===== config.mk =====
export PLATFORM = sky130hd
export DESIGN_NAME = ccr_channel_config_registers
export DESIGN_NICKNAME = d
export VERILOG_FILES = /design/src/ccr_pkg.sv /design/src/ccr_channel_config_registers.sv
export VERILOG_INCLUDE_DIRS = /design/src
export SDC_FILE = /design/constraint.sdc
export NUM_CORES = 1
export LEC_CHECK = 0
export BUFFER_PORTS_ARGS = -buffer_cell sky130_fd_sc_hd__buf_2
export CORE_MARGIN = 3
export CORE_UTILIZATION = 30
export DETAILED_ROUTE_END_ITERATION = 12
export GPL_ROUTABILITY_DRIVEN = 0
export SYNTH_ARGS = -nofsm -noshare
export SYNTH_HDL_FRONTEND = slang
export SYNTH_SLANG_ARGS = --single-unit

===== constraint.sdc =====
create_clock -name clk -period 4.25 [get_ports clk]
set_input_delay 0.425 -clock clk [delete_from_list [all_inputs] [get_ports clk]]
set_output_delay 0.425 -clock clk [all_outputs]
set_load 0.1 [all_outputs]

===== src/ccr_defs.svh =====
// constants for the channel configuration register bank
// assumes command bytes arrive already deframed from the host command port
`ifndef CCR_DEFS_SVH
`define CCR_DEFS_SVH
// command codes, upper seven bits of the command byte; the two real-time reads are whole bytes
`define CCR_CMD_SCALE_GAIN   7'h28
`define CCR_CMD_LINE_DATA    7'h29
`define CCR_CMD_LINE_DIR     7'h2A
`define CCR_CMD_OPER_FUNC    7'h30
`define CCR_CMD_IRQ_MASK     7'h36
`define CCR_CMD_CHAN_ENABLE  7'h25
`define CCR_CMD_RT_READ      8'h4D
`define CCR_CMD_RT_READ_CLR  8'h4F
// field positions
`define CCR_BIT_ATTEN_DIS    7
`define CCR_BIT_TX_GAIN      6
`define CCR_BIT_RX_LOSS      5
`define CCR_BIT_MUXED        5
`define CCR_BIT_CH_ACTIVE    6
`define CCR_BIT_CLK_FAIL     5
`define CCR_BIT_LINEAR       7
`define CCR_BIT_MULAW        6
`define CCR_BIT_OUT6         6
`define CCR_BIT_OUT7         7
// reset values
`define CCR_RST_SCALE_GAIN   8'h00
`define CCR_RST_LINE_DATA    8'h00
`define CCR_RST_LINE_DIR     5'h00
`define CCR_RST_OPER_FUNC    8'h00
`define CCR_RST_IRQ_MASK     8'hFF
`define CCR_RST_CHAN_ENABLE  4'hF
// scale code values
`define CCR_SCALE_LOOPBACK   5'h10
`define CCR_SCALE_CUTOFF     5'h00
`endif


===== src/ccr_pkg.sv =====
// types for the channel configuration register bank
// assumes ccr_defs.svh supplies the numeric constants
package ccr_pkg;
  typedef struct packed {
    logic       attenDisable;
    logic       txGainSel;
    logic       rxLossSel;
    logic [4:0] scaleCode;
  } ccr_scale_type;

  typedef struct packed {
    logic linearSel;
    logic muLawSel;
    logic rxGainProg;
    logic txGainProg;
    logic xProg;
    logic rProg;
    logic zProg;
    logic bProg;
  } ccr_oper_type;

  typedef struct packed {
    logic       valid;
    logic       isRead;
    logic [6:0] code;
    logic [7:0] data;
  } ccr_cmd_type;
endpackage


===== src/ccr_channel_config_registers.sv =====
// per-channel configuration and status registers of a four-channel codec
// assumes the command port framer delivers one command byte plus data per
// request; read data answers on the next cycle
`timescale 1ns/1ps
`include "ccr_defs.svh"

module ccr_channel_config_registers
  import ccr_pkg::*;
#(
  parameter int NUM_CH = 4
) (
  // clock and reset
  input  wire logic                 clk,
  input  wire logic                 rst,
  // host command port, deframed
  input  wire logic                 cmdValid,
  input  wire logic [7:0]           cmdByte,
  input  wire logic [7:0]           cmdData,
  output logic      [7:0]           readData,
  output logic                      readValid,
  // channel enable and selection
  input  wire logic [NUM_CH-1:0]    chanEnableWr,
  input  wire logic                 chanEnableLoad,
  output logic      [NUM_CH-1:0]    chanEnable,
  // device status
  input  wire logic [NUM_CH-1:0]    channelActive,
  input  wire logic                 clockSyncFail,
  input  wire logic                 e1MultiplexEnable,
  input  wire logic [2*NUM_CH-1:0]  realtimeBits,
  // line interface pins, bits 4:0 two-way
  input  wire logic [4:0]           lineIoIn,
  output logic      [4:0]           lineIoOut,
  output logic      [4:0]           lineIoOe,
  output logic      [NUM_CH-1:0]    muxedLineBit,
  output logic      [NUM_CH-1:0]    lineOutBit6,
  output logic      [NUM_CH-1:0]    lineOutBit7,
  // decoded controls toward the analog and filter paths
  output ccr_scale_type [NUM_CH-1:0] scaleCfg,
  output logic      [NUM_CH-1:0]    fullLoopback,
  output logic      [NUM_CH-1:0]    scaleCutoff,
  output ccr_oper_type  [NUM_CH-1:0] operCfg,
  // interrupt, active low
  output logic                      irq_n
);

  // ----------------------------------------
  // state
  // ----------------------------------------
  logic [7:0]        scaleReg    [NUM_CH];
  logic [7:0]        lineData    [NUM_CH];
  logic [4:0]        lineDir     [NUM_CH];
  logic [7:0]        operReg     [NUM_CH];
  logic [7:0]        irqMask;
  logic [2*NUM_CH-1:0] rtPrev;
  logic [2*NUM_CH-1:0] rtPending;
  logic [NUM_CH-1:0] chanEn;

  logic [7:0]        next_scaleReg [NUM_CH];
  logic [7:0]        next_lineData [NUM_CH];
  logic [4:0]        next_lineDir  [NUM_CH];
  logic [7:0]        next_operReg  [NUM_CH];
  logic [7:0]        next_irqMask;
  logic [2*NUM_CH-1:0] next_rtPending;
  logic [NUM_CH-1:0] next_chanEn;
  logic [7:0]        next_readData;
  logic              next_readValid;

  logic [6:0]          cmdCode;
  logic                cmdRead;
  logic                cmdWrite;
  logic                maskCmd;
  logic                rtReadCmd;
  logic                rtClearCmd;
  logic                anyChanEn;
  int                  firstCh;
  logic [2*NUM_CH-1:0] next_rtPrev;
  logic [2*NUM_CH-1:0] rtChanged;
  logic [2*NUM_CH-1:0] rtUnmaskedChange;

  // ----------------------------------------
  // command decode
  // ----------------------------------------
  // command decode
  assign cmdCode    = cmdByte[7:1];
  assign cmdRead    = cmdByte[0];
  assign cmdWrite   = cmdValid && !cmdRead;
  assign maskCmd    = cmdValid && (cmdCode == `CCR_CMD_IRQ_MASK);
  assign rtReadCmd  = cmdValid && (cmdByte == `CCR_CMD_RT_READ || cmdByte == `CCR_CMD_RT_READ_CLR);
  assign rtClearCmd = cmdValid && (cmdByte == `CCR_CMD_RT_READ_CLR);
  assign anyChanEn  = |chanEn;

  // reads answer for the lowest enabled channel
  always_comb begin
    firstCh = 0;
    for (int c = NUM_CH - 1; c >= 0; c--) begin
      if (chanEn[c]) begin
        firstCh = c;
      end
    end
  end

  // ----------------------------------------
  // channel enable
  // ----------------------------------------
  always_comb begin
    next_chanEn = chanEn;
    if (chanEnableLoad) begin
      next_chanEn = chanEnableWr;
    end
  end

  always_ff @(posedge clk or posedge rst) begin
    if (rst) begin
      chanEn <= `CCR_RST_CHAN_ENABLE;
    end else begin
      chanEn <= next_chanEn;
    end
  end

  // ----------------------------------------
  // channel registers
  // ----------------------------------------
  always_comb begin
    for (int c = 0; c < NUM_CH; c++) begin
      next_scaleReg[c] = scaleReg[c];
      next_lineData[c] = lineData[c];
      next_lineDir[c]  = lineDir[c];
      next_operReg[c]  = operReg[c];
      if (cmdWrite && chanEn[c]) begin
        if (cmdCode == `CCR_CMD_SCALE_GAIN) begin
          next_scaleReg[c] = cmdData;
        end else if (cmdCode == `CCR_CMD_LINE_DATA) begin
          next_lineData[c] = cmdData;
        end else if (cmdCode == `CCR_CMD_LINE_DIR) begin
          next_lineDir[c] = cmdData[4:0];
        end else if (cmdCode == `CCR_CMD_OPER_FUNC) begin
          next_operReg[c] = cmdData;
        end
      end
    end
  end

  always_ff @(posedge clk or posedge rst) begin
    if (rst) begin
      for (int c = 0; c < NUM_CH; c++) begin
        scaleReg[c] <= `CCR_RST_SCALE_GAIN;
        lineData[c] <= `CCR_RST_LINE_DATA;
        lineDir[c]  <= `CCR_RST_LINE_DIR;
        operReg[c]  <= `CCR_RST_OPER_FUNC;
      end
    end else begin
      scaleReg <= next_scaleReg;
      lineData <= next_lineData;
      lineDir  <= next_lineDir;
      operReg  <= next_operReg;
    end
  end

  // ----------------------------------------
  // real-time interrupt
  // ----------------------------------------
  // masked changes never set pending
  assign rtChanged        = rtPrev ^ realtimeBits;
  assign rtUnmaskedChange = rtChanged & ~irqMask[2*NUM_CH-1:0];

  always_comb begin
    next_irqMask = irqMask;
    next_rtPrev  = realtimeBits;
    next_rtPending = rtPending | rtUnmaskedChange;
    if (maskCmd && !cmdRead) begin
      next_irqMask = cmdData;
    end
    // clearing read; a fresh change wins
    if (rtClearCmd) begin
      next_rtPending = rtUnmaskedChange;
    end
  end

  // edge history resets to zero; harmless while all bits reset masked
  always_ff @(posedge clk or posedge rst) begin
    if (rst) begin
      irqMask   <= `CCR_RST_IRQ_MASK;
      rtPrev    <= '0;
      rtPending <= '0;
    end else begin
      irqMask   <= next_irqMask;
      rtPrev    <= next_rtPrev;
      rtPending <= next_rtPending;
    end
  end

  // ----------------------------------------
  // read answer
  // ----------------------------------------
  always_comb begin
    next_readData  = 8'h00;
    next_readValid = 1'b0;
    if (maskCmd && cmdRead) begin
      next_readData  = irqMask;
      next_readValid = 1'b1;
    end else if (rtReadCmd) begin
      next_readData  = 8'(realtimeBits);
      next_readValid = 1'b1;
    end else if (cmdValid && cmdRead && cmdCode == `CCR_CMD_LINE_DIR) begin
      next_readValid = 1'b1;
      next_readData[`CCR_BIT_CLK_FAIL] = clockSyncFail;
      if (anyChanEn) begin
        next_readData[4:0] = lineDir[firstCh];
        next_readData[`CCR_BIT_CH_ACTIVE] = channelActive[firstCh];
      end
    end else if (cmdValid && cmdRead && anyChanEn) begin
      // reads return the lowest enabled channel
      if (cmdCode == `CCR_CMD_SCALE_GAIN) begin
        next_readData  = scaleReg[firstCh];
        next_readValid = 1'b1;
      end else if (cmdCode == `CCR_CMD_LINE_DATA) begin
        next_readData  = lineData[firstCh];
        next_readValid = 1'b1;
      end else if (cmdCode == `CCR_CMD_OPER_FUNC) begin
        next_readData  = operReg[firstCh];
        next_readValid = 1'b1;
      end
    end
  end

  always_ff @(posedge clk or posedge rst) begin
    if (rst) begin
      readData  <= 8'h00;
      readValid <= 1'b0;
    end else begin
      readData  <= next_readData;
      readValid <= next_readValid;
    end
  end

  // ----------------------------------------
  // decoded outputs
  // ----------------------------------------
  // two-way pins shared: lowest channel with the pin set as output owns it, enabled or not
  always_comb begin
    lineIoOut = 5'h00;
    lineIoOe  = 5'h00;
    for (int c = NUM_CH - 1; c >= 0; c--) begin
      for (int b = 0; b < 5; b++) begin
        if (lineDir[c][b]) begin
          lineIoOut[b] = lineData[c][b < `CCR_BIT_MUXED ? b : b + 1];
          lineIoOe[b]  = 1'b1;
        end
      end
    end
  end

  always_comb begin
    for (int c = 0; c < NUM_CH; c++) begin
      // muxed bit gated by E1 mode
      muxedLineBit[c] = e1MultiplexEnable & lineData[c][`CCR_BIT_MUXED];
      lineOutBit6[c]  = lineData[c][`CCR_BIT_OUT6];
      lineOutBit7[c]  = lineData[c][`CCR_BIT_OUT7];
      scaleCfg[c]     = scaleReg[c];
      fullLoopback[c] = scaleReg[c][4:0] == `CCR_SCALE_LOOPBACK;
      scaleCutoff[c]  = scaleReg[c][4:0] == `CCR_SCALE_CUTOFF;
      operCfg[c]      = operReg[c];
    end
  end

  assign chanEnable = chanEn;
  assign irq_n = ~|rtPending;

endmodule // ccr_channel_config_registers


Word level (Yosys, flattened, before mapping)
Index checks and enable logic that the tools add are counted.

storage, ports and cells
  register bits = 153
  output and inout bits = 108
  input bits = 43
  logic and storage cells = 162

operators by class
  multiplexer cells = 77
  bitwise gates (word level) = 12
  equality and inequality tests = 11
  $lt $le $gt $ge = 2
  reduce and logical (&&, ||, !) cells = 38

operator list
  operator                                                                               count
  8-bit 2-to-1 mux                                                                       13
  32-bit 2-to-1 mux                                                                      3
  1-bit 2-to-1 mux                                                                       51
  8-bit binary-select mux with 2-bit select                                              3
  7-bit by 6-bit equality test with 1-bit output (second input constant)                 5
  32-bit by 3-bit greater-or-equal comparator with 1-bit output (second input constant)  1
  32-bit by 4-bit less-than comparator with 1-bit output (second input constant)         1
  32-bit inverter                                                                        1
  5-bit equality test (second input constant)                                            4
  5-bit logical NOT                                                                      4
  5-bit AND reduction                                                                    4
  8-bit by 7-bit equality test with 1-bit output (second input constant)                 2
  4-bit AND reduction                                                                    4
  5-bit 2-to-1 mux                                                                       3
  1-bit logical AND                                                                      13
  3-bit AND reduction                                                                    4
  5-bit binary-select mux with 2-bit select                                              1
  8-bit AND                                                                              1
  8-bit inverter                                                                         1
  8-bit bitwise OR                                                                       1
  2-bit AND reduction                                                                    4
  8-bit OR reduction                                                                     1
  8-bit XOR                                                                              1
  7-bit 2-to-1 mux                                                                       1
  7 further kinds                                                                        13

Longest topological paths before layout
Gate-level depths: netlist (run 1).

  depth after elaboration = 15
  depth in mapped cells = 8

Worst setup path after synthesis (run 1)
No wires, ideal clock.

  kind = register to output
  start point = reg lineDir[9] (netlist name)
  end point = out lineIoOut[4]
  cell stages (with the launch flop) = 6
  path slack = 1,070 ps
  path buffers = 0
  arrival time = 2,755 ps
  cells stage by stage = dfrtp_1 > nor2_1 > a21oi_1 > nor2_1 > a21oi_1 > o21ai_0

between the ends
  longest elaborated chain between the ends = 3

RTL lines
  item                               line                                 text
  from (decl)                        ccr_channel_config_registers.sv:51   logic [4:0] lineDir [NUM_CH];
  from (signal, indexed assignment)  ccr_channel_config_registers.sv:148  lineDir[c] <= `CCR_RST_LINE_DIR;
  from (signal assigned)             ccr_channel_config_registers.sv:154  lineDir <= next_lineDir;
  1-bit 2-to-1 mux (3 in series)     ccr_channel_config_registers.sv:245  if (lineDir[c][b]) begin
  to (decl)                          ccr_channel_config_registers.sv:32   output logic [4:0] lineIoOut,

No other way between the ends.

Worst setup path in the final report (run 1)
  start point = reg chanEn[0] (netlist: chanEnable[0])
  end point = reg readData[6]

between the ends
  longest elaborated chain between the ends = 12
  elaborated cells on any way between the ends = 24
  classes of those cells = mux: 21; bitwise: 1; reduce/logical: 2

RTL lines
  item                                                  line                                                                                                           text
  from (decl)                                           ccr_channel_config_registers.sv:56                                                                             logic [NUM_CH-1:0] chanEn;
  from (signal assigned)                                ccr_channel_config_registers.sv:114                                                                            chanEn <= `CCR_RST_CHAN_ENABLE;
  from (signal assigned)                                ccr_channel_config_registers.sv:116                                                                            chanEn <= next_chanEn;
  32-bit 2-to-1 mux                                     ccr_channel_config_registers.sv:96                                                                             if (chanEn[c]) begin
  32-bit inverter (not written as such)                 ccr_channel_config_registers.sv:214, ccr_channel_config_registers.sv:217, ccr_channel_config_registers.sv:220
  8-bit binary-select mux with 2-bit select             ccr_channel_config_registers.sv:220                                                                            next_readData = operReg[firstCh];
  8-bit 2-to-1 mux (not written as such) (2 in series)  ccr_channel_config_registers.sv:220
  8-bit 2-to-1 mux                                      ccr_channel_config_registers.sv:219                                                                            end else if (cmdCode == `CCR_CMD_OPER_FUNC) begin
  8-bit 2-to-1 mux                                      ccr_channel_config_registers.sv:216                                                                            end else if (cmdCode == `CCR_CMD_LINE_DATA) begin
  8-bit 2-to-1 mux                                      ccr_channel_config_registers.sv:213                                                                            if (cmdCode == `CCR_CMD_SCALE_GAIN) begin
  8-bit 2-to-1 mux                                      ccr_channel_config_registers.sv:211                                                                            end else if (cmdValid && cmdRead && anyChanEn) begin
  7-bit 2-to-1 mux *                                    ccr_channel_config_registers.sv:204                                                                            end else if (cmdValid && cmdRead && cmdCode == `CCR_CMD_LINE_DIR) begin
  8-bit 2-to-1 mux *                                    ccr_channel_config_registers.sv:201                                                                            end else if (rtReadCmd) begin
  8-bit 2-to-1 mux *                                    ccr_channel_config_registers.sv:198                                                                            if (maskCmd && cmdRead) begin
  net next_readData[6]                                  ccr_channel_config_registers.sv:65                                                                             logic [7:0] next_readData;
  to (signal assigned)                                  ccr_channel_config_registers.sv:231                                                                            readData <= next_readData;
  to (decl)                                             ccr_channel_config_registers.sv:19                                                                             output logic [7:0] readData,

The timed path passes the listed nets; every way through them passes the cells marked *. The select of a mux whose other input is x is not followed.
A chain may end at the register's enable or synchronous reset.

==> results of run 1 <==
[critical path, stage by stage, from the launching register on]
cell	delay, ps
dfstp_2	450
nor2_2	360
o21a_1	480
buf_4	360
mux2i_1	280
o221ai_1	210
a211oi_1	490
o21ai_1	100
[registers in the layout (all words and copies together) (netlist names)]
| signal | flops |
|---|---|
| operCfg | 32 |
| readData | 8 |
| lineOutBit7 | 4 |
| chanEnable | 4 |
| lineData | 24 |
| scaleCfg | 32 |
| rtPrev | 8 |
| rtPending | 8 |
| irqMask | 8 |
| readValid | 1 |
| lineOutBit6 | 4 |
| lineDir | 20 |
[worst max-delay path by stage]
stage,from,end,slack (ps)
after global routing,chanEnable[3],readData[6],1210
after global placement,chanEnable[0],readData[6],1390
after CTS,chanEnable[0],readData[6],1360
after floorplan,lineDir[9],lineIoOut[4],1070
after detailed placement,chanEnable[0],readData[6],1370
final,chanEnable[0],readData[6],1390
[power groups by stage]
stage | combinational (mW) | clock, mW | sequential (mW)
4_1_cts | 0.535 | 1.72 | 1.55
3_5_place_dp | 0.533 | 0 | 1.57
2_1_floorplan | 0.282 | 0 | 1.70
3_3_place_gp | 0.531 | 0 | 1.57
5_1_grt | 0.561 | 1.78 | 1.55
6_report | 0.530 | 1.69 | 1.55
[final cells by class]
type	count	area share
sequential	153	0.4239
multi-input combinational	401	0.3712
timing repair buffer	150	0.08555
clock buffer	19	0.04885
tap	324	0.04471
clock inverter	13	0.02373
inverter	4	0.002070
[logic make-up after synthesis]
logic type      after synthesis  share of synthesized area
buf+inv                      41                    0.03176
xor+xnor                      8                   0.009411
flops                       153                     0.5162
simple gates                125                     0.1010
compound gates              113                    0.09780
mux                         155                     0.2438
[stage by stage]
step | cells | util | setup slack [ps] | instance area (um2)
after floorplan | 595 | - | 1070 | 7450
after global routing | 1064 | 0.3718 | 1205 | 9067
after CTS | 1064 | 0.3718 | 1362 | 9067
final | 1064 | 0.3718 | 1393 | 9067
after global placement | 1032 | 0.3448 | 1394 | 8409
after detailed placement | 1032 | 0.3448 | 1374 | 8409
[metal layers]
layer | part of all wire | wire length, um | vias to the layer above | track usage
met5 | 0 | 0 | - | 0
met4 | 0.012 | 264 | 0 | 0.03806
met3 | 0.049 | 1121 | 16 | 0.03855
met2 | 0.46 | 10600 | 148 | 0.2628
met1 | 0.48 | 10860 | 2820 | 0.2476
li1 | - | - | 2463 | -
[cell usage after synthesis, drive strengths merged]
library cell | number | area [um2]
a2111oi | 1 | 8.760
a211o | 1 | 8.760
a211oi | 6 | 45.04
a21o | 1 | 7.510
a21oi | 30 | 153.9
a22oi | 6 | 45.04
and2 | 14 | 87.58
and4bb | 1 | 12.51
buf | 22 | 163.9
clkbuf | 15 | 57.55
dfrtp | 141 | 3528
dfstp | 12 | 315.3
inv | 4 | 15.01
mux2 | 130 | 1490
mux2i | 19 | 190.2
mux4 | 6 | 135.1
nand2 | 38 | 172.7
nand2b | 3 | 18.77
nand3 | 11 | 55.05
nand3b | 10 | 75.07
nand4bb | 1 | 27.53
nor2 | 17 | 73.82
nor2b | 8 | 50.05
nor3 | 7 | 40.04
nor4 | 5 | 46.29
nor4b | 1 | 23.77
nor4bb | 1 | 10.01
o211ai | 10 | 75.07
o21a | 2 | 15.01
o21ai | 31 | 155.2
o221a | 1 | 11.26
o221ai | 13 | 113.9
o22ai | 3 | 18.77
o2bb2ai | 8 | 70.07
or3 | 1 | 6.260
or4 | 7 | 52.55
xnor2 | 8 | 70.07
==> out/summary.txt, run 1 <==
critical-path maximum fanout: 16
Worst Skew: 9.771 ps
setup TNS: 0 ps
cell count after synthesis: 595
Final setup viols: 0
GRT Util Overall: 0.1713
Hold Path Sink: rtPrev[5]
syn avg cell area: 12.51 um2
combinational power share: 0.141
first drt pass iteration count: 5
hold buffers post-CTS: 0
final hold vios: 0
CP Class: reg -> reg
fin crit period: 2857 ps
Relative slew margins: 0.3079
CTS root buf: clkbuf_16
RSZ-0062 raised after global routing: false
Layout fillers: 2460
layout cells sized above 1: 0.4554
Ys Warns: 0
Fmax achieved: 350.1 MHz
P&R area growth vs syn: 21.78%
FF-to-FF Start: chanEnable[0]
Critical Path RT: 4540 ps
Overall Power: 3.764 mW
hold depth: 1
Die Ht: 163.5 um
DP HPWL: 16450 um
fin nets: 770
sequential power share: 0.411
Routed Antenna Nets: 0
number of global-route vias before repair: 5353
DR vias: 5447
hold_ws: 151.1 ps
DR iter-0 viols: 319
startpoint types: flop
clock transition at the registers of the reported paths: 60 ps
# H-tree levels: 4
Post-CTS Resized: 0
drt total wl: 22850 um
Post-CTS Setup Bufs: 0
Via density: 5.119
Sink Count: 153
Pleak: 4.472 nW
initial core utilization: 0.3053
min-delay worst type: in -> reg
Antenna Cells: 0
outcome: finished, final reports clean
multi-input logic area: 3366 um2
Clk pwr share: 0.448
Slew Limit Fails: 0
Netlist cell types: 50
Crit Reg-Reg Endpoint: readData[6]
PortBufs: 145
Clock Tree Buf Depth: 2
GRT Residual Overflow: 0
synthesized cell area: 7446 um2
later-pin clock latency in the skew report: 420 ps
drt drc: 0
Cell Pwr Density: 415.2 nW/um2
core box area: 24390 um2
most frequent cells in the layout: buf_2 (145), dfrtp_1 (141), mux2_2 (113)
initial antenna violation count: 0
Die X: 163.5 um
Tcrit/Tclk final: 0.6721
wire length per cell: 21.48 um
sequential share of the synthesized area: 0.5162
Setup crit end kind: flop
sw frac: 0.2864
Die ar.: 26750 um2
max cap viols: 0
first-pass GRT wire length: 34180 um
I/O pin cnt: 151
most common cell after layout, fill and taps aside: buf_2
Worst Reg-to-Reg Cells: 7
Hold Crit Start: realtimeBits[5]
Power Internal: 2.686 mW
setup slack, reg-to-reg: 1390 ps
actual slew at the worst max-slew pin: 1034 ps
pin count of the biggest net entering global routing: 117
sequential cell area: 3844 um2
Peak supply drop: 0.0002605 V
row count: 57
syn_nets: 638
NetSw: 1.078 mW
flops & latches, synth: 153
total CTS buffers: 17
CTS tree: done
CP Data Arrival Time: 3150 ps
No activity file was read; power rests on OpenSTA's default activity.
==> run 2, diff against run 1 <==
==> constraint.sdc (replaced) <==
create_clock -name clk -period 2.9 [get_ports clk]
set_input_delay 0.29 -clock clk [delete_from_list [all_inputs] [get_ports clk]]
set_output_delay 0.29 -clock clk [all_outputs]
set_load 0.1 [all_outputs]
==> run 2 against run 1 <==
  * Final cell count rose by 1.4%
  * Clock-buffer cell count increased by 2
  * First-iteration DRC count increased by 35%
  * Register-to-register slack worse by 900 ps
  * Routed wire length increased by 0.48%
  * Power is 44% higher
  * Clock power increased by 40%
  * Via count is 0.42% higher
  * Worst setup slack got worse by 900 ps
  * Sequential power increased by 46%
  * Largest power group unchanged
==> out/summary.txt, run 2 (synthesis gave the netlist of run 1 again) <==
Final WS setup: 492.7 ps (-900.7 ps)
P&R area growth vs syn: 22.84%
Worst Reg-to-Reg Cells: 7 (unchanged)
number of global-route vias before repair: 5422 (+1.3%)
combinational power share: 0.149 (+0.008)
Relative slew margins: 0.4948 (+0.1869)
GRT Util Overall: 0.1722 (+0.0009135)
Highest Signal Layer: met4
Power Internal: 3.863 mW (+44%)
Antenna Cells: 0 (unchanged)
Via density: 5.070 (-0.97%)
Critical Path End: readData[6]
Critical Path RT: 3190 ps (-1350 ps)
row count: 57 (unchanged)
worst setup path startpoint: chanEnable[1]
Die X: 163.5 um (unchanged)
Routed Antenna Nets: 0 (unchanged)
Die Ht: 163.5 um (unchanged)
Clk pwr share: 0.434 (-0.014)
fin nets: 785 (+1.9%)
Post-CTS Setup Bufs: 0 (unchanged)
Setup crit end kind: flop
DR WL met3: 1433 um (+28%)
Tcrit/Tclk final: 0.8301 (+0.1580)
layout cells sized above 1: 0.4623 (+0.006846)
clock transition at the registers of the reported paths: 60 ps (about the same)
GRT Residual Overflow: 0 (unchanged)
Worst Skew: 9.887 ps (+0.1154 ps)
first drt pass iteration count: 6 (+1)
Die ar.: 26750 um2 (unchanged)
final hold vios: 0 (unchanged)
final core occ: 0.3750 (+0.003232)
Post-Place Worst Slack: 476.4 ps (-897.5 ps)
CTS tree: done
first-pass GRT wire length: 34260 um (+0.24%)
RSZ-0062 raised after global routing: false
wire length per cell: 21.28 um (-0.92%)
Peak supply drop: 0.0003110 V (+19%)
most common cell after layout, fill and taps aside: buf_2
min-delay worst type: in -> reg
Crit Reg-Reg Endpoint: readData[6]
CP Class: reg -> reg
PortBufs: 145 (unchanged)
CP Data Arrival Time: 2700 ps (-450 ps)
Sink Count: 153 (unchanged)
Fmax achieved: 415.4 MHz (+19%)
initial antenna violation count: 0 (unchanged)
sw frac: 0.2883 (+0.001851)
initial core utilization: 0.3053 (unchanged)
critical-path maximum fanout: 14 (-2)
Pleak: 4.530 nW (+1.3%)
hold_ws: 18.07 ps (-133.0 ps)
DR iter-0 viols: 431 (+35%)
Slew Limit Fails: 0 (unchanged)
later-pin clock latency in the skew report: 420 ps (about the same)
I/O pin cnt: 151 (unchanged)
NetSw: 1.565 mW (+45%)
DP HPWL: 16820 um (+2.3%)
DR vias: 5470 (+0.42%)
Final setup viols: 0 (unchanged)
FF-to-FF Start: chanEnable[1]
Clock Tree Buf Depth: 2 (unchanged)
Cell Pwr Density: 593.4 nW/um2 (+43%)
# H-tree levels: 4 (unchanged)
max cap viols: 0 (unchanged)
drt drc: 0 (unchanged)
pin count of the biggest net entering global routing: 139 (+19%)
outcome: finished, final reports clean
fin crit period: 2407 ps (-449.3 ps)
most frequent cells in the layout: buf_2 (145), dfrtp_1 (141), mux2_2 (113)
actual slew at the worst max-slew pin: 757.9 ps (-276.5 ps)
setup slack, reg-to-reg: 490 ps (-900 ps)
met2 WL: 10760 um (+1.5%)
total CTS buffers: 17 (unchanged)
sequential power share: 0.417 (+0.006)
core box area: 24390 um2 (unchanged)
setup TNS: 0 ps (unchanged)
drt total wl: 22960 um (+0.48%)
CTS root buf: clkbuf_16
wl on met1: 10460 um (-3.7%)
startpoint types: flop
run 2: cell type report:
class,count,area (um2)
Clock buffer,21,450.4
Clock inverter,11,171.4
Fill cell,2421,15240
Inverter,4,18.77
Multi-Input combinational cell,401,3366
Sequential cell,153,3844
Tap cell,324,405.4
Timing Repair Buffer,165,890.9
run 2: metrics by stage:
step / std cells / cell area (um2) / power, mW
2_1_floorplan: 595 / 7450 / 2.899
4_1_cts: 1079 / 9146 / 5.479
3_3_place_gp: 1046 / 8514 / 3.106
3_5_place_dp: 1046 / 8514 / 3.112
6_report: 1079 / 9146 / 5.428
5_1_grt: 1079 / 9146 / 5.623
run 2: worst min path at each step:
stage               cells past startpoint            start         to
finish                                  1  realtimeBits[1]  rtPrev[1]
global route                            1  realtimeBits[1]  rtPrev[1]
CTS                                     1  realtimeBits[1]  rtPrev[1]
detailed placement                      2              rst  rtPrev[0]
global placement                        2              rst  rtPrev[1]
floorplan                               0  realtimeBits[0]  rtPrev[0]
run 2: timing repair:
action / CTS / global route
hold buffers: 1 / 0
hold endpoints to repair: 15 / 0
resized for setup: 0 / 0
run 2: worst max-delay path: stages (launching register included):
cell and delay [ps]:
dfstp_2 680, inv_1 180, a21oi_2 140, buf_4 250
nand2b_1 300, o221ai_1 220, a211oi_1 390, o21ai_1 100
run 2: power by group through the flow:
| stage | clock [mW] | sequential [mW] | combinational, mW |
|---|---|---|---|
| final | 2.36 | 2.26 | 0.810 |
| after global routing | 2.50 | 2.27 | 0.855 |
| after CTS | 2.40 | 2.26 | 0.817 |
| after detailed placement | 0 | 2.30 | 0.813 |
| after global placement | 0 | 2.30 | 0.807 |
| after floorplan | 0 | 2.49 | 0.413 |
run 2: per-layer routing:
layer | GRT usage | up-vias
li1 | - | 2499
met1 | 0.2374 | 2795
met2 | 0.2726 | 162
met3 | 0.04641 | 14
met4 | 0.03729 | 0
met5 | 0 | -
